$ cat src/pkg/bmac_pkg.sv
// Constants used by the multiply-accumulate datapath; its Booth step uses none of them.
// Assumes the register file presents operand values as 32-bit words and
// that the status bits sit inside the program counter word.
package bmac_pkg;

  // Datapath widths.
  localparam int DATA_W = 32;
  localparam int REG_IDX_W = 4;
  localparam int SHAMT_W = 5;
  localparam int STEP_CNT_W = 4;

  // Booth recoding consumes two multiplier bits per step.
  localparam int BOOTH_BITS = 2;
  localparam int BOOTH_STEPS = DATA_W / BOOTH_BITS;
  localparam logic [STEP_CNT_W-1:0] LAST_STEP = 4'hf;

  // Register index of the program counter register.
  localparam logic [REG_IDX_W-1:0] PC_REG_IDX = 4'hf;

  // Split of the program counter register into address and status bits.
  localparam logic [DATA_W-1:0] PC_FIELD_MASK = 32'h03fffffc;
  localparam logic [DATA_W-1:0] STATUS_FIELD_MASK = 32'hfc000003;

  // Prefetch offsets seen when the program counter register is an operand.
  localparam logic [DATA_W-1:0] MULTIPLIER_PC_OFFSET = 32'h00000008;
  localparam logic [DATA_W-1:0] ADDEND_PC_OFFSET = 32'h00000008;
  localparam logic [DATA_W-1:0] MULTIPLICAND_PC_OFFSET = 32'h0000000c;

  // Flag positions inside the status bits, and the sign bit of the result.
  localparam int FLAG_N_POS = 31;
  localparam int FLAG_V_POS = 28;
  localparam int RESULT_SIGN_POS = 31;

  // Reset values.
  localparam logic [DATA_W-1:0] DATA_RESET = 32'h00000000;
  localparam logic [REG_IDX_W-1:0] IDX_RESET = 4'h0;
  localparam logic [STEP_CNT_W-1:0] STEP_RESET = 4'h0;

  // Sequencer states.
  typedef enum logic [1:0] {
    BMAC_IDLE,
    BMAC_RUN
  } bmac_state_t;

endpackage : bmac_pkg

$ cat src/pkg/bmac_step_if.sv
// Carrier between the sequencer and one Booth recoding step.
// Assumes both ends sit in the same clock domain; the step is combinational.
`timescale 1ns/10ps
interface bmac_step_if;
  logic [31:0] acc;
  logic [31:0] mcand;
  logic [2:0] window;
  logic [4:0] shamt;
  logic [31:0] sum;

  // The sequencer supplies operands and takes back the new partial sum.
  modport seq (output acc, output mcand, output window, output shamt, input sum);

  // The step adds the recoded multiple of the multiplicand.
  modport step (input acc, input mcand, input window, input shamt, output sum);
endinterface : bmac_step_if

$ cat src/verilog/bmac_booth_step.sv
// One radix-4 Booth step: adds 0, +-1 or +-2 times the shifted multiplicand.
// Assumes the caller supplies the three-bit window and the weight shift.
`timescale 1ns/10ps
module bmac_booth_step (
  // Operand and result carrier.
  bmac_step_if.step bus
);

  logic [31:0] weighted;
  logic [31:0] sum_next;

  // Shift the multiplicand to the weight of the current bit pair.
  assign weighted = bus.mcand << bus.shamt;

  // Recode the window and add the chosen multiple; only the low word is kept.
  always_comb begin
    sum_next = bus.acc;
    unique case (bus.window)
      3'h0, 3'h7: sum_next = bus.acc;
      3'h1, 3'h2: sum_next = bus.acc + weighted;
      3'h3: sum_next = bus.acc + {weighted[30:0], 1'b0};
      3'h4: sum_next = bus.acc - {weighted[30:0], 1'b0};
      3'h5, 3'h6: sum_next = bus.acc - weighted;
    endcase
  end

  assign bus.sum = sum_next;

endmodule : bmac_booth_step

$ cat src/verilog/bmac_unit.sv
// Multiply and multiply-accumulate datapath of the core, Booth radix-4.
// Assumes the decoder and register file sit on the same clock, present
// operand values and register indices with a one-cycle start pulse, and
// hold further issue while busy is high.
//
// Overview of operation
// - Booth recoding, two multiplier bits per step.
// - Write only low 32 product bits.
// - Plain multiply ignores addend; software zeroes field.
// - Accumulate form adds addend to product.
// - Same bits for signed and unsigned operands.
// - Destination holds partials; multiplicand reread each step.
// - Destination equals multiplicand: plain gives zero.
// - Program counter destination: no register write.
// - Other aliasing, including destination/addend/multiplier, works.
// - Flags change only when flag-update requested.
// - Negative copies bit 31; zero when result zero.
// - Overflow kept; carry loaded with arbitrary value.
// - Multiplier from counter: address plus eight, no status.
// - Addend from counter: address plus eight, with status.
// - Multiplicand from counter: address plus twelve, with status.
`timescale 1ns/10ps
module bmac_unit (
  // Clock and reset.
  input wire logic clock,
  input wire logic reset,
  // Request from the instruction decoder.
  input wire logic start,
  input wire logic product_accumulate_op,
  input wire logic set_flags,
  input wire logic [3:0] dest_idx,
  input wire logic [3:0] multiplicand_idx,
  input wire logic [3:0] multiplier_idx,
  input wire logic [3:0] addend_idx,
  // Operand values from the register file and the program counter.
  input wire logic [31:0] multiplicand_reg,
  input wire logic [31:0] multiplier_reg,
  input wire logic [31:0] addend_reg,
  input wire logic [31:0] instr_addr,
  input wire logic [31:0] processor_status_bits,
  // Sequencing answer to the pipeline.
  output logic busy,
  output logic done,
  // Result write to the register file.
  output logic result_wr_en,
  output logic [3:0] result_wr_idx,
  output logic [31:0] result_data,
  // Status flag write.
  output logic flags_wr_en,
  output logic flag_n,
  output logic flag_z,
  output logic flag_c,
  output logic flag_v
);

  // Sequencer and datapath state.
  bmac_pkg::bmac_state_t state_reg, state_next;
  logic [bmac_pkg::STEP_CNT_W-1:0] step_reg, step_next;
  logic [31:0] acc_reg, acc_next;
  logic [31:0] mcand_reg, mcand_next;
  logic [32:0] mplier_reg, mplier_next;
  logic alias_reg, alias_next;
  logic flags_req_reg, flags_req_next;
  logic v_keep_reg, v_keep_next;
  logic [3:0] dest_reg, dest_next;

  // Registered outputs.
  logic busy_next;
  logic done_next;
  logic result_wr_en_next;
  logic [3:0] result_wr_idx_next;
  logic [31:0] result_data_next;
  logic flags_wr_en_next;
  logic flag_n_next;
  logic flag_z_next;
  logic flag_c_next;
  logic flag_v_next;

  // Operand values after program counter substitution.
  logic [31:0] status_part;
  logic [31:0] pc_plus8;
  logic [31:0] pc_plus12;
  logic [31:0] mcand_in;
  logic [31:0] mplier_in;
  logic [31:0] addend_in;
  logic [31:0] step_sum;

  // Booth step carrier.
  bmac_step_if step_bus ();

  // Program counter views as each operand slot sees it after prefetch.
  assign status_part = processor_status_bits & bmac_pkg::STATUS_FIELD_MASK;
  assign pc_plus8 = (instr_addr + bmac_pkg::MULTIPLIER_PC_OFFSET) & bmac_pkg::PC_FIELD_MASK;
  assign pc_plus12 = (instr_addr + bmac_pkg::MULTIPLICAND_PC_OFFSET)
                     & bmac_pkg::PC_FIELD_MASK;

  // Substitute the program counter register where it is named as an operand.
  always_comb begin
    mplier_in = multiplier_reg;
    addend_in = addend_reg;
    mcand_in = multiplicand_reg;
    if (multiplier_idx == bmac_pkg::PC_REG_IDX) begin
      mplier_in = pc_plus8;
    end
    if (addend_idx == bmac_pkg::PC_REG_IDX) begin
      addend_in = ((instr_addr + bmac_pkg::ADDEND_PC_OFFSET) & bmac_pkg::PC_FIELD_MASK)
                  | status_part;
    end
    if (multiplicand_idx == bmac_pkg::PC_REG_IDX) begin
      mcand_in = pc_plus12 | status_part;
    end
  end

  // Feed the Booth step. With destination and multiplicand aliased, the
  // multiplicand read each step is the partial sum itself, as in a core
  // that keeps partials in the destination register.
  assign step_bus.acc = acc_reg;
  assign step_bus.mcand = alias_reg ? acc_reg : mcand_reg;
  assign step_bus.window = mplier_reg[2:0];
  assign step_bus.shamt = {step_reg, 1'b0};
  assign step_sum = step_bus.sum;

  bmac_booth_step u_step (
    .bus(step_bus)
  );

  // Next-state logic of the sequencer, datapath and outputs.
  always_comb begin
    state_next = state_reg;
    step_next = step_reg;
    acc_next = acc_reg;
    mcand_next = mcand_reg;
    mplier_next = mplier_reg;
    alias_next = alias_reg;
    flags_req_next = flags_req_reg;
    v_keep_next = v_keep_reg;
    dest_next = dest_reg;
    busy_next = busy;
    done_next = 1'b0;
    result_wr_en_next = 1'b0;
    result_wr_idx_next = result_wr_idx;
    result_data_next = result_data;
    flags_wr_en_next = 1'b0;
    flag_n_next = flag_n;
    flag_z_next = flag_z;
    flag_c_next = flag_c;
    flag_v_next = flag_v;
    unique case (state_reg)
      bmac_pkg::BMAC_IDLE: begin
        if (start) begin
          // Capture every operand up front so any aliasing among
          // destination, addend and multiplier cannot disturb the result.
          state_next = bmac_pkg::BMAC_RUN;
          step_next = bmac_pkg::STEP_RESET;
          acc_next = product_accumulate_op ? addend_in : bmac_pkg::DATA_RESET;
          mcand_next = mcand_in;
          mplier_next = {mplier_in, 1'b0};
          alias_next = (dest_idx == multiplicand_idx);
          flags_req_next = set_flags;
          v_keep_next = processor_status_bits[bmac_pkg::FLAG_V_POS];
          dest_next = dest_idx;
          busy_next = 1'b1;
        end
      end
      bmac_pkg::BMAC_RUN: begin
        // One bit pair per cycle; the low word is the same for signed and
        // unsigned operands, so no sign mode exists.
        acc_next = step_sum;
        mplier_next = {2'b00, mplier_reg[32:2]};
        step_next = step_reg + 4'h1;
        if (step_reg == bmac_pkg::LAST_STEP) begin
          state_next = bmac_pkg::BMAC_IDLE;
          busy_next = 1'b0;
          done_next = 1'b1;
          result_wr_en_next = (dest_reg != bmac_pkg::PC_REG_IDX);
          result_wr_idx_next = dest_reg;
          result_data_next = step_sum;
          if (flags_req_reg) begin
            flags_wr_en_next = 1'b1;
            flag_n_next = step_sum[bmac_pkg::RESULT_SIGN_POS];
            flag_z_next = (step_sum == bmac_pkg::DATA_RESET);
            flag_c_next = mcand_reg[0];
            flag_v_next = v_keep_reg;
          end
        end
      end
    endcase
  end

  // Register the sequencer and datapath state.
  always_ff @(posedge clock or posedge reset) begin
    if (reset) begin
      state_reg <= bmac_pkg::BMAC_IDLE;
      step_reg <= bmac_pkg::STEP_RESET;
      acc_reg <= bmac_pkg::DATA_RESET;
      mcand_reg <= bmac_pkg::DATA_RESET;
      mplier_reg <= 33'h000000000;
      alias_reg <= 1'b0;
      flags_req_reg <= 1'b0;
      v_keep_reg <= 1'b0;
      dest_reg <= bmac_pkg::IDX_RESET;
    end else begin
      state_reg <= state_next;
      step_reg <= step_next;
      acc_reg <= acc_next;
      mcand_reg <= mcand_next;
      mplier_reg <= mplier_next;
      alias_reg <= alias_next;
      flags_req_reg <= flags_req_next;
      v_keep_reg <= v_keep_next;
      dest_reg <= dest_next;
    end
  end

  // Register the outputs so each comes straight from a flip-flop.
  always_ff @(posedge clock or posedge reset) begin
    if (reset) begin
      busy <= 1'b0;
      done <= 1'b0;
      result_wr_en <= 1'b0;
      result_wr_idx <= bmac_pkg::IDX_RESET;
      result_data <= bmac_pkg::DATA_RESET;
      flags_wr_en <= 1'b0;
      flag_n <= 1'b0;
      flag_z <= 1'b0;
      flag_c <= 1'b0;
      flag_v <= 1'b0;
    end else begin
      busy <= busy_next;
      done <= done_next;
      result_wr_en <= result_wr_en_next;
      result_wr_idx <= result_wr_idx_next;
      result_data <= result_data_next;
      flags_wr_en <= flags_wr_en_next;
      flag_n <= flag_n_next;
      flag_z <= flag_z_next;
      flag_c <= flag_c_next;
      flag_v <= flag_v_next;
    end
  end

endmodule : bmac_unit

$ cat config.mk
export PLATFORM = sky130hd
export DESIGN_NAME = bmac_unit
export DESIGN_NICKNAME = d
export VERILOG_FILES = /design/src/pkg/bmac_pkg.sv /design/src/pkg/bmac_step_if.sv /design/src/verilog/bmac_booth_step.sv /design/src/verilog/bmac_unit.sv
export SDC_FILE = /design/constraint.sdc
export NUM_CORES = 1
export LEC_CHECK = 0
export BUFFER_PORTS_ARGS = -buffer_cell sky130_fd_sc_hd__buf_2
export CAP_MARGIN = 10
export CORE_UTILIZATION = 35
export DETAILED_ROUTE_END_ITERATION = 16
export MAX_ROUTING_LAYER = met4
export SLEW_MARGIN = 20
export SYNTH_ARGS = -nofsm -noshare
export SYNTH_HDL_FRONTEND = slang
export SYNTH_SLANG_ARGS = --single-unit
$ cat constraint.sdc
create_clock -name clock -period 12 [get_ports clock]
set_input_delay 3.6 -clock clock [delete_from_list [all_inputs] [get_ports clock]]
set_output_delay 3.6 -clock clock [all_outputs]
set_load 0.01 [all_outputs]
==> impl_results.md <==
* Largest net degree at the start of global routing at 100
* Worst r2r dst: flag_z$_DFFE_PP0P_
* Buf/Inv on CP at 1
* Setup Viol. Count Final at 0
* Avg Cell Area, Syn at 7.99 sq um
* Register area share after synthesis at approximately a quarter
* Number of synthesized flops with an enable pin at 0
* CP cell instances: buf_4 -> mux4_2 -> mux2_4 -> a222oi_1 -> a41oi_1 -> or4_4 -> nor3_1 -> nor2_1 -> xor2_1 -> ha_1 -> a21oi_1 -> a21boi_0 -> a311oi_1 -> nand3_1 -> a41oi_1 -> xnor2_1 -> a222oi_1 -> and4_1 -> nand4_1 -> nor4b_1 -> a31o_1
* Max FFs per register at 33
* Final ANT Viol Nets at 0
* Synth-to-Final Area Change at 13.1%
* Row Count at 75
* Layout Utilization at around two fifths
* Unrepaired setup endpoints after global routing: no
* Clock skew at 0.0107 ns
* Inst Count DP at 2488
* DR DRC count at 0
* Htree depth at 4
* DR iter-0 viols at 1125
* Final Net Count at 2221
* Die footprint at 43300 sq um
* Leading area contributor after synthesis: dfrtp_1
* Num ports at 225
* # clock sinks at 152
* CP max FO at 50
* Status: completed
* Layout cells sized above 1 at 17.7%
* Synth Area in Simple Gates at roughly 20%
* CTS tree: done
* Clk slew on worst S/H paths at 0.07 ns
* Final HPWL DP at 42200 um
* Initial Utilization at 35.5%
* CP delay by family, top: compound AO/OA/AOI/OAI gates
* FILL cells at around 4400
* Slowest CP cell: a222oi_1
* Final period util at between 60% and 70%
* Non-filler cells, final at 2520
* Mux cell area share after synthesis at 10.1%
* Critical Path Source: alias_reg$_DFFE_PP0P_
* Root Driver: clkbuf_16
* Top-area cell type share of the netlist area at about a quarter
* CP Depth at 21
* Mapped Nets at 2111
* Worst Setup EP: flag_z$_DFFE_PP0P_
* Largest stage delay on the critical path at 0.80 ns
* Hold Vio Cnt, Final at 0
* Drt via density at 5.92
* Synth Register Bits at 152
* Post-cts resize count at 0
* Avg WL per Cell at 21.5 um
* GP Congestion at slightly below 1
* Slew Limit Fails at 0
* Cts bufs inserted at 17
* Die H at around 210 um
* Least-Margin Pin Slew at 1.13 ns
* HP Class: flop to flop
* # diodes at 0
* Synth Area in XOR/XNOR at 8.25%
* Reg-to-reg slack, setup at 4.23 ns
* Clock buffer depth at 2
* Yosys warning count at 0
* Main combinational cell family by area after synthesis: compound AO/OA/AOI/OAI gates
* MaxCap Viol Count at 0
* Reg2reg path depth at 21
* Most frequent cell after synthesis: nand2_1
* Main synth FF type: dfrtp_1
* CP Data Arrival Time at slightly above 8 ns
* Reg2reg start: alias_reg$_DFFE_PP0P_
* Mapped cell area at 14800 sq um
* Data required, critical path at 12.38 ns
* Distinct cell type count after synthesis at just under 90
* DRT Wirelength at 54100 um
* Worst Setup Slack, final at 4.23 ns
* Crit path capture type: flop
* Port buffer count at 192
* Post-Syn Instances at 1858
* GRT Residual Overflow at 0
* Ys async rst share at 100%
* Worst slack at placement at 4.29 ns
* Global-route wire length before repair at 83300 um
* Die width at 208 um
* # Post-CTS Setup Buffers at 0
* Tmin final at 7.77 ns
* Vias at between 10000 and 15000
* Ranking of synthesized cells by area: dfrtp_1 26%, nand2_1 6.4%, ha_1 5.9%
* Initial antenna violation count at 1
* Tot GR Track Use at around a quarter
* Setup TNS Final at 0 ns
* Post-synth top cells: 252 x nand2_1, 169 x o21ai_0, 162 x a21oi_1
* Post-synthesis adder-cell area fraction at between 6 and 7%
* Rel. slew slack at 24.7%
* Hold-fix buffers, CTS at 0
* Startpoint types: flop
* Core ar. at roughly 42000 sq um
* Crit Path Category: flop to flop
* DR pass1 iterations at 6
* Synth Area in Compound Gates at between 20% and 30%
* Worst skew pair latency at approximately 0.44 ns
* Vias in the first global route at approximately 14000
* Max Clock Freq at roughly 130 MHz
-- worst register-to-register path, delay by kind of cell, from the launching register on --
family                   cells  cell delay (ns)
AO/OA/AOI/OAI                8             2.86
AND/OR/NAND/NOR              7             2.15
adder cells (fa/ha/maj)      1             0.40
buffers and inverters        1             0.61
XOR/XNOR                     2             0.27
flip-flops                   1             0.34
multiplexers                 2             1.10
-- area by class of cell --
| class | count | area, sq um | share of cell area (%) |
|---|---|---|---|
| multi-input combinational | 1530 | 10400 | 61.7 |
| sequential | 152 | 3810 | 22.7 |
| timing repair buffer | 217 | 1150 | 6.84 |
| tap | 539 | 674 | 4.01 |
| clock buffer | 19 | 443 | 2.64 |
| inverter | 50 | 193 | 1.15 |
| clock inverter | 13 | 169 | 1.01 |
-- placed cells by master (no fill, tap or decap), types with 6 or more instances in the layout --
cell,synthesis,layout
a211oi_1,29,29
a21o_1,27,27
a21oi_1,162,162
a221o_1,6,6
a221oi_1,44,44
a22oi_1,12,12
a31oi_1,27,27
and2_1,17,17
and3_1,24,24
and4_1,8,8
buf_2,4,192
buf_4,1,25
clkbuf_16,0,17
dfrtp_1,152,150
ha_1,70,70
inv_1,48,47
mux2_2,30,30
mux2i_1,35,34
mux4_2,35,35
nand2_1,252,252
nand2b_1,13,12
nand3_1,31,31
nand4_1,25,25
nor2_1,147,147
nor2b_1,21,21
nor3_1,26,26
nor4_1,7,7
o2111ai_1,7,7
o211ai_1,8,8
o21a_1,11,11
o21ai_0,169,169
o22ai_1,6,6
o31ai_1,11,11
or2_2,11,11
or3_1,18,18
xnor2_1,81,81
xor2_1,57,57
-- kinds of logic after synthesis --
family,after synthesis
adder cells (fa/ha/maj),72
XOR/XNOR,139
AND/OR/NAND/NOR,630
multiplexers,102
buffers and inverters,176
AO/OA/AOI/OAI,587
flip-flops,152
-- metal layers --
layer	GRT usage, %	share of wire [%]
met1	32.6	44
met2	41.6	48
met3	3.26	5.4
met4	8.30	2.9
met5	-	0
-- how the worst min path moves through the flow --
stage	from	endpoint	depth (start not counted)
floorplan	mcand_reg[30]$_DFFE_PP0P_	mcand_reg[30]$_DFFE_PP0P_	2
global placement	result_wr_idx[2]$_DFFE_PP0P_	result_wr_idx[2]$_DFFE_PP0P_	2
detailed placement	result_wr_idx[1]$_DFFE_PP0P_	result_wr_idx[1]$_DFFE_PP0P_	2
CTS	result_wr_idx[1]$_DFFE_PP0P_	result_wr_idx[1]$_DFFE_PP0P_	2
global route	dest_reg[3]$_DFFE_PP0P_	result_wr_idx[3]$_DFFE_PP0P_	2
finish	result_wr_idx[1]$_DFFE_PP0P_	result_wr_idx[1]$_DFFE_PP0P_	2
-- metrics by stage --
stage               hold WS [ns]  cell area, sq um
floorplan                  0.445             14800
global placement           0.459             16200
detailed placement         0.466             16200
CTS                        0.481             16800
global route               0.505             16800
finish                     0.479             16800
Power is left out: the tool's default activity adds up to more than one toggle a clock period on the data nets, which glitch-free logic cannot reach.
